==> src/verilog/fmsd_pkg.sv <==
// Shared constants and state type for the fan motor speed and direction block.
package fmsd_pkg;
  // Core clock rate in hertz.
  localparam int unsigned CLK_HZ = 100_000_000;
  // Output stage carrier frequency, typical figure in kilohertz.
  localparam int unsigned PWM_CARRIER_KHZ = 40;
  // Core cycles in one half of the carrier period.
  localparam int unsigned PWM_HALF_CYCLES = CLK_HZ / (PWM_CARRIER_KHZ * 1000 * 2);
  // Lock protection off time in milliseconds at the reference timebase capacitor.
  localparam int unsigned LOCK_OFF_MS = 3000;
  // Timebase frequency in hertz with a 1 nF capacitor.
  localparam int unsigned TB_HZ_1NF = 1000;
  // Reference capacitor for the off time, in picofarads, and the 1 nF point.
  localparam int unsigned LOCK_REF_CAP_PF = 100;
  localparam int unsigned TB_REF_CAP_PF = 1000;
  // Timebase ticks in the lock off interval; the timebase scales inversely with the capacitor.
  localparam int unsigned LOCK_OFF_TICKS = LOCK_OFF_MS * (TB_HZ_1NF * TB_REF_CAP_PF / LOCK_REF_CAP_PF) / 1000;
  // Timebase ticks spent aligning the rotor before the start ramp.
  localparam int unsigned ALIGN_TICKS = 200;
  // Timebase ticks allowed for the first back-EMF edge during start.
  localparam int unsigned START_TIMEOUT_TICKS = 2000;
  // Timebase ticks of braking before the rotor is taken as stopped.
  localparam int unsigned BRAKE_TICKS = 1000;
  // Width of the timebase interval counter.
  localparam int unsigned TICK_W = 16;
  // Width of the commutation period counter.
  localparam int unsigned PER_W = 24;
  // Control states of the motor sequencer.
  typedef enum logic [2:0] {ST_IDLE, ST_ALIGN, ST_START, ST_RUN, ST_BRAKE, ST_LOCK} fmsd_state_t;
endpackage : fmsd_pkg

==> src/verilog/fmsd_core.sv <==
// Speed pulse, direction reversal, lock protection and carrier timing for the fan motor driver.
//
// Operation
// - One high, one low per electrical revolution.
// - Speed pulses start after back-EMF under drive.
// - Speed pulse freezes when drive stops.
// - Transitions placed 90 degrees after U commutation.
// - Speed pulse pin is open drain.
// - Half rate only when select at middle.
// - Direction change brakes then restarts reversed.
// - Floating direction input reads high.
// - Sequencer intervals derive from the capacitor timebase; carrier and pulse delay count core cycles.
// - Output off for lock interval before restart.
// - Carrier switches at about 40 kHz.
// - Limit reduces duty, hard overcurrent locks.
// - Lock stops motor, retries start after interval.
`timescale 1ns/1ps
module fmsd_core
  import fmsd_pkg::*;
#(
  parameter int unsigned LOCK_TICKS = LOCK_OFF_TICKS,
  parameter int unsigned ALIGN_T = ALIGN_TICKS,
  parameter int unsigned START_T = START_TIMEOUT_TICKS,
  parameter int unsigned BRAKE_T = BRAKE_TICKS
)
(
  // Clock and reset.
  input wire logic core_clk,
  input wire logic sys_rst,
  // Asynchronous pins and comparator levels.
  input wire logic timebase_capacitor,
  input wire logic direction_select,
  input wire logic sel_mid_level,
  input wire logic zero_cross,
  input wire logic current_limit_in,
  input wire logic hard_overcurrent,
  // Same-clock inputs from the commutation engine and speed command decoder.
  input wire logic run_request,
  input wire logic u_commutate,
  // Output stage control.
  output logic drive_enable,
  output logic brake_active,
  output logic rotate_reverse,
  output logic duty_reduce,
  output logic pwm_carrier,
  output logic lock_active,
  // Open-drain speed pulse pin.
  output logic speed_pulse_out_o,
  output logic speed_pulse_out_oe
);

  // Two-stage synchronisers for all pins; stage one feeds stage two only.
  logic [5:0] sync1_reg;
  logic [5:0] sync2_reg;
  logic tb_prev_reg;
  logic zc_prev_reg;
  always_ff @(posedge core_clk)
  begin
    if (sys_rst)
    begin
      // The direction pin has a pull-up, so it resets to high as if floating.
      sync1_reg <= 6'h01;
      sync2_reg <= 6'h01;
      tb_prev_reg <= 1'b0;
      zc_prev_reg <= 1'b0;
    end
    else
    begin
      // Bit order must match the named views below: 5 overcurrent, 4 zero cross, 3 limit, 2 timebase, 1 select.
      sync1_reg <= {hard_overcurrent, zero_cross, current_limit_in, timebase_capacitor, sel_mid_level,
                    direction_select};
      sync2_reg <= sync1_reg;
      tb_prev_reg <= sync2_reg[2];
      zc_prev_reg <= sync2_reg[4];
    end
  end

  // Named views of the synchronised levels.
  logic dir_s;
  logic sel_mid_s;
  logic limit_s;
  logic hard_overcurrent_s;
  logic tb_tick;
  logic zc_edge;
  assign dir_s = sync2_reg[0];
  assign sel_mid_s = sync2_reg[1];
  assign limit_s = sync2_reg[3];
  assign hard_overcurrent_s = sync2_reg[5];
  // One timebase tick per rising edge of the capacitor oscillator.
  assign tb_tick = sync2_reg[2] & ~tb_prev_reg;
  // Any back-EMF zero crossing edge counts as detection.
  assign zc_edge = sync2_reg[4] ^ zc_prev_reg;

  // Sequencer state and the timebase interval counter.
  fmsd_state_t state_reg;
  fmsd_state_t state_next;
  logic [TICK_W-1:0] tick_reg;
  logic [TICK_W-1:0] tick_next;
  logic dir_reg;
  logic dir_next;

  // Decides whether the interval counter has reached a given tick count.
  function automatic logic ticks_done(input logic [TICK_W-1:0] cnt, input int unsigned lim);
    ticks_done = (cnt >= TICK_W'(lim - 1));
  endfunction : ticks_done

  // Next-state logic of the motor sequencer.
  always_comb
  begin
    state_next = state_reg;
    tick_next = tb_tick ? tick_reg + TICK_W'(1) : tick_reg;
    dir_next = dir_reg;
    unique case (state_reg)
      ST_IDLE:
      begin
        // Latch the direction only while stopped, so a change later is seen as a reversal.
        dir_next = dir_s;
        tick_next = '0;
        if (run_request)
          state_next = ST_ALIGN;
      end
      ST_ALIGN:
      begin
        if (tb_tick && ticks_done(tick_reg, ALIGN_T))
        begin
          state_next = ST_START;
          tick_next = '0;
        end
      end
      ST_START:
      begin
        // Failing to find a back-EMF zero crossing edge in time is a locked rotor.
        if (zc_edge)
          state_next = ST_RUN;
        else if (tb_tick && ticks_done(tick_reg, START_T))
        begin
          state_next = ST_LOCK;
          tick_next = '0;
        end
      end
      ST_RUN:
      begin
        tick_next = '0;
        if (!run_request)
          state_next = ST_IDLE;
      end
      ST_BRAKE:
      begin
        // Brake for a fixed span, then start over in the new direction.
        if (tb_tick && ticks_done(tick_reg, BRAKE_T))
        begin
          state_next = ST_ALIGN;
          tick_next = '0;
          dir_next = dir_s;
        end
      end
      ST_LOCK:
      begin
        // The output stays off for the whole interval before a retry.
        if (tb_tick && ticks_done(tick_reg, LOCK_TICKS))
        begin
          state_next = run_request ? ST_ALIGN : ST_IDLE;
          tick_next = '0;
        end
      end
    endcase
    // Hard overcurrent wins over everything while the stage drives.
    if (hard_overcurrent_s && (state_reg inside {ST_ALIGN, ST_START, ST_RUN}))
    begin
      state_next = ST_LOCK;
      tick_next = '0;
    end
    else if ((dir_s != dir_reg) && (state_reg inside {ST_ALIGN, ST_START, ST_RUN}))
    begin
      state_next = ST_BRAKE;
      tick_next = '0;
    end
  end

  // Registers of the sequencer.
  always_ff @(posedge core_clk)
  begin
    if (sys_rst)
    begin
      state_reg <= ST_IDLE;
      tick_reg <= '0;
      dir_reg <= 1'b1;
    end
    else
    begin
      state_reg <= state_next;
      tick_reg <= tick_next;
      dir_reg <= dir_next;
    end
  end

  // Drive is on in alignment, start and run.
  logic driving;
  assign driving = state_next inside {ST_ALIGN, ST_START, ST_RUN};

  // Carrier divider and output stage control.
  logic [15:0] car_cnt_reg;
  logic [15:0] car_cnt_next;
  logic car_reg;
  logic car_next;
  always_comb
  begin
    car_cnt_next = car_cnt_reg + 16'h0001;
    car_next = car_reg;
    // The carrier half period is a whole count of core cycles.
    if (car_cnt_reg == 16'(PWM_HALF_CYCLES - 1))
    begin
      car_cnt_next = 16'h0000;
      car_next = ~car_reg;
    end
  end

  always_ff @(posedge core_clk)
  begin
    if (sys_rst)
    begin
      car_cnt_reg <= 16'h0000;
      car_reg <= 1'b0;
      drive_enable <= 1'b0;
      brake_active <= 1'b0;
      rotate_reverse <= 1'b0;
      duty_reduce <= 1'b0;
      pwm_carrier <= 1'b0;
      lock_active <= 1'b0;
    end
    else
    begin
      car_cnt_reg <= car_cnt_next;
      car_reg <= car_next;
      drive_enable <= driving;
      brake_active <= (state_next == ST_BRAKE);
      rotate_reverse <= ~dir_next;
      // Soft limit trims duty only while running.
      duty_reduce <= limit_s && (state_next == ST_RUN);
      pwm_carrier <= car_next & driving;
      lock_active <= (state_next == ST_LOCK);
    end
  end

  // Speed pulse timing: measure the U commutation spacing and toggle a quarter revolution later.
  logic [PER_W-1:0] per_cnt_reg;
  logic [PER_W-1:0] per_cnt_next;
  logic [PER_W-1:0] delay_reg;
  logic [PER_W-1:0] delay_next;
  logic pend_reg;
  logic pend_next;
  logic armed_reg;
  logic armed_next;
  logic half_reg;
  logic half_next;
  logic fg_reg;
  logic fg_next;
  always_comb
  begin
    per_cnt_next = per_cnt_reg + PER_W'(1);
    delay_next = delay_reg;
    pend_next = pend_reg;
    armed_next = armed_reg;
    half_next = half_reg;
    fg_next = fg_reg;
    // Pulses are armed by back-EMF under drive and disarmed when drive stops.
    if (!driving)
    begin
      armed_next = 1'b0;
      pend_next = 1'b0;
    end
    else if (zc_edge)
      armed_next = 1'b1;
    // U commutation points come twice per revolution; half their spacing is 90 degrees.
    if (u_commutate)
    begin
      per_cnt_next = '0;
      delay_next = {1'b0, per_cnt_reg[PER_W-1:1]};
      pend_next = driving && armed_reg;
    end
    else if (pend_reg && driving)
    begin
      // A toggle that falls due in the cycle drive stops is dropped, so the pin freezes at once.
      if (delay_reg == '0)
      begin
        pend_next = 1'b0;
        // Two toggles per revolution give one high and one low.
        half_next = ~half_reg;
        if (!sel_mid_s || !half_reg)
          fg_next = ~fg_reg;
      end
      else
        delay_next = delay_reg - PER_W'(1);
    end
  end

  always_ff @(posedge core_clk)
  begin
    if (sys_rst)
    begin
      per_cnt_reg <= '0;
      delay_reg <= '0;
      pend_reg <= 1'b0;
      armed_reg <= 1'b0;
      half_reg <= 1'b0;
      fg_reg <= 1'b1;
      speed_pulse_out_o <= 1'b0;
      speed_pulse_out_oe <= 1'b0;
    end
    else
    begin
      per_cnt_reg <= per_cnt_next;
      delay_reg <= delay_next;
      pend_reg <= pend_next;
      armed_reg <= armed_next;
      half_reg <= half_next;
      fg_reg <= fg_next;
      // The pin only ever pulls low; the external pull-up makes the high.
      speed_pulse_out_o <= 1'b0;
      speed_pulse_out_oe <= ~fg_next;
    end
  end
endmodule : fmsd_core

==> config.mk <==
export PLATFORM = sky130hd
export DESIGN_NAME = fmsd_core
export DESIGN_NICKNAME = d
export VERILOG_FILES = /design/src/verilog/fmsd_pkg.sv /design/src/verilog/fmsd_core.sv
export SDC_FILE = /design/constraint.sdc
export NUM_CORES = 1
export LEC_CHECK = 0
export ABC_AREA = 1
export BUFFER_PORTS_ARGS = -buffer_cell sky130_fd_sc_hd__clkbuf_2
export CORE_MARGIN = 2
export CORE_UTILIZATION = 34
export CTS_CLUSTER_SIZE = 30
export DETAILED_ROUTE_END_ITERATION = 6
export SYNTH_ARGS = -nofsm -noshare
export SYNTH_HDL_FRONTEND = slang
export SYNTH_SLANG_ARGS = --single-unit
==> constraint.sdc <==
create_clock -name core_clk -period 2.4 [get_ports core_clk]
set_input_delay 0.24 -clock core_clk [delete_from_list [all_inputs] [get_ports core_clk]]
set_output_delay 0.24 -clock core_clk [all_outputs]
set_load 0.02 [all_outputs]
### Word level (Yosys, flattened, before mapping)

Cells that the tools add are included.

* eq/ne operators: 13
* order comparisons: 4
* reduce and logical (&&, ||, !) cells: 25
* muxes and demuxes: 32
* bitwise operators: 12
* $add $sub $neg: 4

Operator list (number)
* 2-to-1 mux 16 bit: 6
* case mux 16 bit (5 select lines): 1
* 2-to-1 mux 23 bit: 3
* adder 16 x 1 -> 16 bit (second input constant): 2
* 2-to-1 mux 3 bit: 9
* adder 24 x 1 -> 24 bit (second input constant): 1
* zero test 24 bit: 1
* subtractor 24 x 1 -> 24 bit (second input constant): 1
* case mux 3 bit (6 select lines): 1
* == test 16 x 11 -> 1 bit (second input constant): 1
* greater-or-equal comparator 16 x 10 -> 1 bit (second input constant): 1
* greater-or-equal comparator 16 x 11 -> 1 bit (second input constant): 1
* greater-or-equal comparator 16 x 15 -> 1 bit (second input constant): 1
* greater-or-equal comparator 16 x 8 -> 1 bit (second input constant): 1
* == test 3 x 2 -> 1 bit (second input constant): 4
* == test 3 bit (second input constant): 4
* 2-to-1 mux 1 bit: 11
* logical AND 1 bit: 9
* NOT 1 bit: 9
* OR reduction 2 bit: 4
* == test 3 x 1 -> 1 bit (second input constant): 2
* nonzero test 3 bit: 2
* AND reduction 2 bit: 2
* zero test 3 bit: 1
* other kinds (10): 12

* flip-flop bits (word level): 110
* input port bits: 10
* word-level logic and storage cells: 113

### Depth between registers and ports, before layout

Gate-level depths: netlist (run 1).

* word-level depth: 14
* depth in mapped cells: 17
* gate-level depth less buffers: 17

### Least setup slack after synthesis (run 1)

OpenSTA, ideal clock, no wires.

* path kind: register -> register
* start: register tick_reg[0]
* end: register delay_reg[12]
* arrival: 1865 ps
* path slack: 463 ps
* cell stages (with the launch flop): 17
* setup time: 71 ps
* period minus slack after synthesis: 1937 ps
* path through: dfxtp_1 > ha_1 > nand3_2 > o21ai_2 > nand2_1 > nand2_1 > nand2_1 > nand2_2 > nand2_1 > clkinv_2 > nand2_4 > nor2_8 > nand4_4 > nand2_4 > buf_12 > nand2_2 > a21oi_2

* cells in the longest elaborated chain, start to end: 12
* elaborated cells on any way between the ends: 23
* those cells by class: order compare (4); eq/ne (3); mux (8); reduce/logical (8)

RTL lines
* start: declaration: line fmsd_core.sv:97 `logic [TICK_W-1:0] tick_reg;`
* start signal: assignment: line fmsd_core.sv:192 `tick_reg <= tick_next;`
* greater-or-equal comparator 16 x 11 -> 1 bit: line fmsd_core.sv:104 `ticks_done = (cnt >= TICK_W'(lim - 1));`
* logical AND 1 bit: line fmsd_core.sv:135 `else if (tb_tick && ticks_done(tick_reg, START_T))`
* 2-to-1 mux 3 bit: line fmsd_core.sv:135
* 2-to-1 mux 3 bit: line fmsd_core.sv:133 `if (zc_edge)`
* case mux 3 bit (6 select lines) *: line fmsd_core.sv:113 `unique case (state_reg)`
* 2-to-1 mux 3 bit *: line fmsd_core.sv:173 `else if ((dir_s != dir_reg) && (state_reg inside {ST_ALIGN, ST_START, ST_RUN}))`
* 2-to-1 mux 3 bit *: line fmsd_core.sv:168 `if (hard_overcurrent_s && (state_reg inside {ST_ALIGN, ST_START, ST_RUN}))`
* == test 3 x 1 -> 1 bit or == test 3 x 2 -> 1 bit (tied branches): line fmsd_core.sv:199 `assign driving = state_next inside {ST_ALIGN, ST_START, ST_RUN};`
* nonzero test 3 bit *: line fmsd_core.sv:199
* logical AND 1 bit *: line fmsd_core.sv:281 `else if (pend_reg && driving)`
* nonzero test 2 bit (no line) *
* AND reduction 2 bit (no line) *
* end signal: assignment: line fmsd_core.sv:313 `delay_reg <= delay_next;`
* end: declaration: line fmsd_core.sv:248 `logic [PER_W-1:0] delay_reg;`

Every way passes the cells marked *; elsewhere a longest branch is shown, timed or not.
A chain may end at the register's enable or synchronous reset.

### Worst setup path after layout (run 1)

* start: register per_cnt_reg[0]
* end: register per_cnt_reg[20]

* cells in the longest elaborated chain, start to end: 1

RTL lines
* start: declaration: line fmsd_core.sv:246 `logic [PER_W-1:0] per_cnt_reg;`
* start signal: assignment: line fmsd_core.sv:312 `per_cnt_reg <= per_cnt_next;`
* adder 24 x 1 -> 24 bit: line fmsd_core.sv:260 `per_cnt_next = per_cnt_reg + PER_W'(1);`

No other way between the ends.

==> run summary, run 1 <==
Synth Flop Type: dfxtp_1
post-synthesis cell area: 0.00577 mm²
Root Driver: clkbuf_16
Die Height: 134 µm
synthesized area per cell: 7.05 µm²
Inst Count DP: 1046
outcome: finished clean
Core Rows: 47
Pleak: 2.55 nW
most frequent cells in the layout: 144 x nand2_1, 126 x nor2_1, 109 x dfxtp_1
Layout Cells excl Fill: 1064
clk buf depth: 2
Core Footprint: 0.0166 mm²
final instance area: 0.00644 mm²
Port Buf Inserts: 16
Post-synth EDFFs: 0
final number of setup-violating endpoints: 0
DRC Markers: 0
fmax: 0.466 GHz
full die area: 0.0180 mm²
Worst IR Drop VDD: 381 µV
total CTS buffers: 9
antenna violations before repair: 0
vias post-DR: 4844
CP endpoint kind: flip-flop
PwrDens: 712 mW/mm²
Synth top area share: 38.2%
DRT Wirelength: 11.9 mm
CTS tree: yes
Critical Path Start Type: flip-flop
Async SR Flop Fraction: 0%
drt pass-1 iters: 4
Fin Setup TNS: 0 ps
unrepaired setup endpoints after global routing: no
first-pass GRT wire length: 20.3 mm
Synth Register Bits: 110
worst slew pin tran: 821 ps
worst rel slew slack: 45.0%
initial DRC count: 251
max-cap viol count: 0
Mapped Nets: 833
area grow syn2layout: 11.7%
Max FO, Critical Path: 4
Routed Antenna Nets: 0
Tmin final: 2150 ps
I/O pin cnt: 18
yosys warns: 0
Setup CP Type: flip-flop to flip-flop
Tcrit/Tclk final: 89.5%
sequential area share after synthesis: 38.2%
number of global-route vias before repair: 4483
die width: 134 µm
Final Hold Viols: 0
GP Congestion: 0.791
drt wl/cell: 11.1 µm
share of cells above drive strength 1: 15.8%
global route overflow: 0
commonest non-fill, non-tap cell in the layout: nand2_1
post-synth top area cell: dfxtp_1
starting density of the core: 34.8%
most area-consuming cells after synthesis: dfxtp_1 38%, nand2_1 9.4%, nor2_1 8.3%
Hold WC Path Type: primary input to flip-flop
CP arrival: 2410 ps
largest net degree at the start of global routing: 31
hold_buf cts: 0
dpl hpwl: 8.60 mm
Final #Nets: 854
Final Max Slew Viols: 0
Post-DP Area: 0.00609 mm²
Vias/cell: 4.55
Antenna diodes: 0
Req. time, crit path: 2660 ps
H-tree Lvls: 3
worst skew pair latency: 360 ps
worst setup skew after layout: 7.32 ps
post-synth cell types: 46
Syn Inst Count: 818
register clock-pin slew on the reported worst setup and hold paths: 80 ps
# clock sinks: 110
All-Layer GR Usage: 13.8%
-- layout make-up --
type / instances / area (µm²)
clock buffers: 10 / 239
clock inverters: 6 / 63.8
fillers: 1809 / 10100
inverters: 117 / 440
multi-input cells: 569 / 3010
flip-flops and latches: 110 / 2200
well taps: 220 / 275
repair buffers: 32 / 204
-- path summary, 6_finish.rpt --
| path | from | to | slack, ps | cells after the start |
|---|---|---|---|---|
| min reg2reg | sync1_reg[1] | sync2_reg[1] | 410 | 2 |
| max | per_cnt_reg[0] | per_cnt_reg[20] | 250 | 14 |
| max reg2reg | per_cnt_reg[0] | per_cnt_reg[20] | 250 | 14 |
| min | sel_mid_level | sync1_reg[1] | 60 | 3 |
-- metal layers --
metal  global-route usage (%)  routed length, µm  vias up
li1                         -                  -     2635
met1                     17.9               6130     2161
met2                     22.7               5250       36
met3                     3.25                319       12
met4                     4.50                162        0
met5                        0                  0        -
-- cells in the mapped netlist (2+ instances only) --
cell	n
clkbuf_1	13
inv_1	107
nand3_2	4
xnor2_1	12
nand3_1	53
ha_1	5
o21ai_0	39
or2_2	2
a21oi_1	27
nand2_4	2
nor3_1	24
o211ai_1	2
nand2_1	144
nor2_1	127
nand2_2	25
buf_12	2
nand4_1	17
inv_2	7
buf_2	2
dfxtp_1	110
nor4_1	7
a21oi_2	20
xor2_1	28
clkinv_1	2
buf_4	4
a211oi_1	2
nor2_2	9
nor3b_1	4
-- kinds of logic (layout without fill, tap and decap cells) --
group / Yosys count / count (layout) / share of synthesized area (%)
buffers and inverters: 139 / 165 / 9.94
AO/OA/AOI/OAI: 97 / 97 / 10.3
other: 1 / 1 / 0.0650
AND/OR/NAND/NOR: 425 / 425 / 34.2
adder cells (fa/ha/maj): 5 / 5 / 1.08
flip-flops: 110 / 110 / 38.2
XOR/XNOR: 40 / 40 / 6.08
multiplexers: 1 / 1 / 0.195
-- worst max-delay path, stage by stage (launching register included) --
cell	delay [ps]
dfxtp_1	370
ha_2	220
nand3_2	100
nor2_2	160
nand3_2	100
nor2_1	120
nand3_1	110
nor2_2	130
nand4_1	140
nor2_2	160
nand2_1	90
nor2_1	130
nand2_1	80
o21ai_1	120
nor2_1	40
-- power breakdown --
group / total (mW) / leakage [nW] / internal (mW) / switching, mW
clock: 1.53 / 0.146 / 0.765 / 0.765
sequential: 2.01 / 0.893 / 1.92 / 0.0862
combinational: 1.05 / 1.51 / 0.380 / 0.668
-- per-stage QoR --
step,total power [mW],util (%),hold WS [ps],setup slack (ps)
floorplan,2.87,-,344,463
global placement,3.10,36.8,398,243
detailed placement,3.10,36.8,398,176
CTS,4.65,38.6,45.6,167
global route,4.87,38.8,57.8,4.17
finish,4.58,38.8,58.0,253
-- timing repair --
action,in CTS,in global routing
buffers inserted,0,2
gates resized for setup,0,7
setup endpoints to repair,0,25
Power figures use the tool's default switching activity.
==> run 2, diff against run 1 <==
--- a/config.mk
+++ b/config.mk
@@ -7,10 +7,13 @@
 export LEC_CHECK = 0
 export ABC_AREA = 1
 export BUFFER_PORTS_ARGS = -buffer_cell sky130_fd_sc_hd__clkbuf_2
+export CELL_PAD_IN_SITES_DETAIL_PLACEMENT = 0
+export CELL_PAD_IN_SITES_GLOBAL_PLACEMENT = 1
 export CORE_MARGIN = 2
 export CORE_UTILIZATION = 34
 export CTS_CLUSTER_SIZE = 30
 export DETAILED_ROUTE_END_ITERATION = 6
+export PLACE_DENSITY_LB_ADDON = 0.1
 export SYNTH_ARGS = -nofsm -noshare
 export SYNTH_HDL_FRONTEND = slang
 export SYNTH_SLANG_ARGS = --single-unit
==> run 2 against run 1 <==
Effect of this change:
- total power rose by 1.9%
- critical endpoint unchanged
- die area did not move
- global-route usage rose by 1.8 points
- sequential share of layout area fell by 0.86 points
- clock power rose by 3%
- clock skew barely moved
- first-iteration DRC count rose by 38%
- critical path depth did not move
- largest cell class unchanged
- combinational power rose by 4%
- core utilization rose by 1.1 points
- wire length rose by 15%
==> run summary, run 2 (synthesis gave the netlist of run 1 again) <==
GR Layer Usage met3: 3.55% (+0.30 points)
Root Driver: clkbuf_16
commonest non-fill, non-tap cell in the layout: nand2_1
dpl hpwl: 9.59 mm (+12%)
Core Footprint: 0.0166 mm² (unchanged)
Setup CP Type: flip-flop to flip-flop
H-tree Lvls: 3 (unchanged)
worst skew pair latency: 360 ps (about the same)
first-pass GRT wire length: 22.7 mm (+12%)
outcome: finished clean
# clock sinks: 110 (unchanged)
die width: 134 µm (unchanged)
GP Congestion: 0.793 (+0.23%)
largest net degree at the start of global routing: 33 (+6.5%)
net switching power: 1.53 mW (+0.62%)
initial DRC count: 346 (+38%)
antenna violations before repair: 0 (unchanged)
Vias/cell: 4.67 (+2.6%)
Clock Power Share: 33.7% (+0.3 points)
Seq pwr share: 43.0% (-0.8 points)
fmax: 0.463 GHz (-0.64%)
M1 GR Usage: 20.1% (+2.1 points)
Hold WC Path Type: primary input to flip-flop
share of cells above drive strength 1: 17.2% (+1.4 points)
Critical Path Start Type: flip-flop
Routed Antenna Nets: 0 (unchanged)
Worst IR Drop VDD: 380 µV (-0.20%)
DRT Wirelength: 13.7 mm (+15%)
Die Height: 134 µm (unchanged)
max-cap viol count: 0 (unchanged)
Antenna diodes: 0 (unchanged)
Final #Nets: 860 (+0.70%)
Tcrit/Tclk final: 90.0% (+0.58 points)
final number of setup-violating endpoints: 0 (unchanged)
drt wl/cell: 12.8 µm (+15%)
Final Max Slew Viols: 0 (unchanged)
grt met2 use: 25.7% (+3.0 points)
All-Layer GR Usage: 15.6% (+1.8 points)
Tmin final: 2160 ps (+13.8 ps)
Fin Setup TNS: 0 ps (unchanged)
I/O pin cnt: 18 (unchanged)
number of global-route vias before repair: 4771 (+6.4%)
Core Rows: 47 (unchanged)
Pleak: 2.63 nW (+3.0%)
most frequent cells in the layout: 142 x nand2_1, 124 x nor2_1, 107 x inv_1
CTS tree: yes
CP arrival: 2420 ps (about the same)
DRC Markers: 0 (unchanged)
Power, Total: 4.67 mW (+1.9%)
Max FO, Critical Path: 4 (unchanged)
register clock-pin slew on the reported worst setup and hold paths: 80 ps (about the same)
area grow syn2layout: 14.7%
P_int: 3.14 mW (+2.6%)
worst rel slew slack: 42.4% (-2.5 points)
Port Buf Inserts: 16 (unchanged)
Worst R2R Setup Slack: 240 ps (about the same)
Final Hold Viols: 0 (unchanged)
Req. time, crit path: 2660 ps (about the same)
PwrDens: 706 mW/mm² (-0.78%)
vias post-DR: 4998 (+3.2%)
Layout Utilization: 39.9% (+1.1 points)
Top Usage Layer GRT: met2
worst slew pin tran: 858 ps (+37.7 ps)
clk buf depth: 2 (unchanged)
global route overflow: 0 (unchanged)
starting density of the core: 34.8% (unchanged)
unrepaired setup endpoints after global routing: no
Comb pwr share: 23.3% (+0.4 points)
total CTS buffers: 9 (unchanged)
switching share of power: 32.7% (-0.43 points)
CP endpoint kind: flip-flop
worst setup skew after layout: 7.07 ps (-0.252 ps)
full die area: 0.0180 mm² (unchanged)
drt pass-1 iters: 5 (+1)
-- run 2: area by class of cell --
| type | instances | area [µm²] |
|---|---|---|
| clock buffer | 9 | 225 |
| clock inverter | 7 | 88.8 |
| fill | 1775 | 9970 |
| inverter | 117 | 440 |
| multi-input combinational | 571 | 3070 |
| sequential | 110 | 2210 |
| tap | 220 | 275 |
| timing repair buffer | 36 | 307 |
-- run 2: critical path, stage by stage (launching register included) --
cell     delay, ps
dfxtp_2        350
ha_2           200
nand3_2        100
nor2_2         160
nand3_2        100
nor2_1         110
nand3_1        110
nor2_2         160
nand4_1        140
nor2_2         170
nand2_1        100
nor2_2         110
nand2_1         70
o21ai_1        120
nor2_1          50
-- run 2: path summary, 6_finish.rpt --
path | startpoint | end | depth (start not counted)
setup / recovery | per_cnt_reg[1] | per_cnt_reg[20] | 14
hold / removal | sel_mid_level | sync1_reg[1] | 3
setup reg to reg | per_cnt_reg[1] | per_cnt_reg[20] | 14
hold reg to reg | sync1_reg[5] | sync2_reg[5] | 2
-- run 2: repair_timing --
| action | 4_1_cts | 5_1_grt |
|---|---|---|
| hold buffers | 0 | 0 |
| endpoints found under the setup margin | 0 | 29 |
| resized for setup | 0 | 19 |
| buffers inserted | 0 | 2 |
-- run 2: per-layer routing --
| layer | share of wire [%] | vias up |
|---|---|---|
| met5 | 0 | - |
| met4 | 1.7 | 0 |
| met3 | 2.5 | 18 |
| met2 | 45 | 53 |
| met1 | 51 | 2276 |
| li1 | - | 2651 |
-- run 2: metrics by stage --
| stage | hold WS, ps | instance area [µm²] | setup WS (ps) | cells |
|---|---|---|---|---|
| 2_1_floorplan | 344 | 5770 | 463 | 818 |
| 3_3_place_gp | 402 | 6110 | 138 | 1047 |
| 3_5_place_dp | 399 | 6110 | 103 | 1047 |
| 4_1_cts | 45.2 | 6430 | 81.0 | 1063 |
| 5_1_grt | 53.0 | 6620 | 10.3 | 1070 |
| 6_report | 64.6 | 6620 | 239 | 1070 |
-- run 2: power groups by stage --
stage          Combinational, mW  Clock, mW  Sequential (mW)
2_1_floorplan              0.817          0             2.05
3_3_place_gp                1.07          0             2.05
3_5_place_dp                1.07          0             2.05
4_1_cts                     1.08       1.66             2.01
5_1_grt                     1.25       1.72             2.02
6_report                    1.09       1.58             2.01
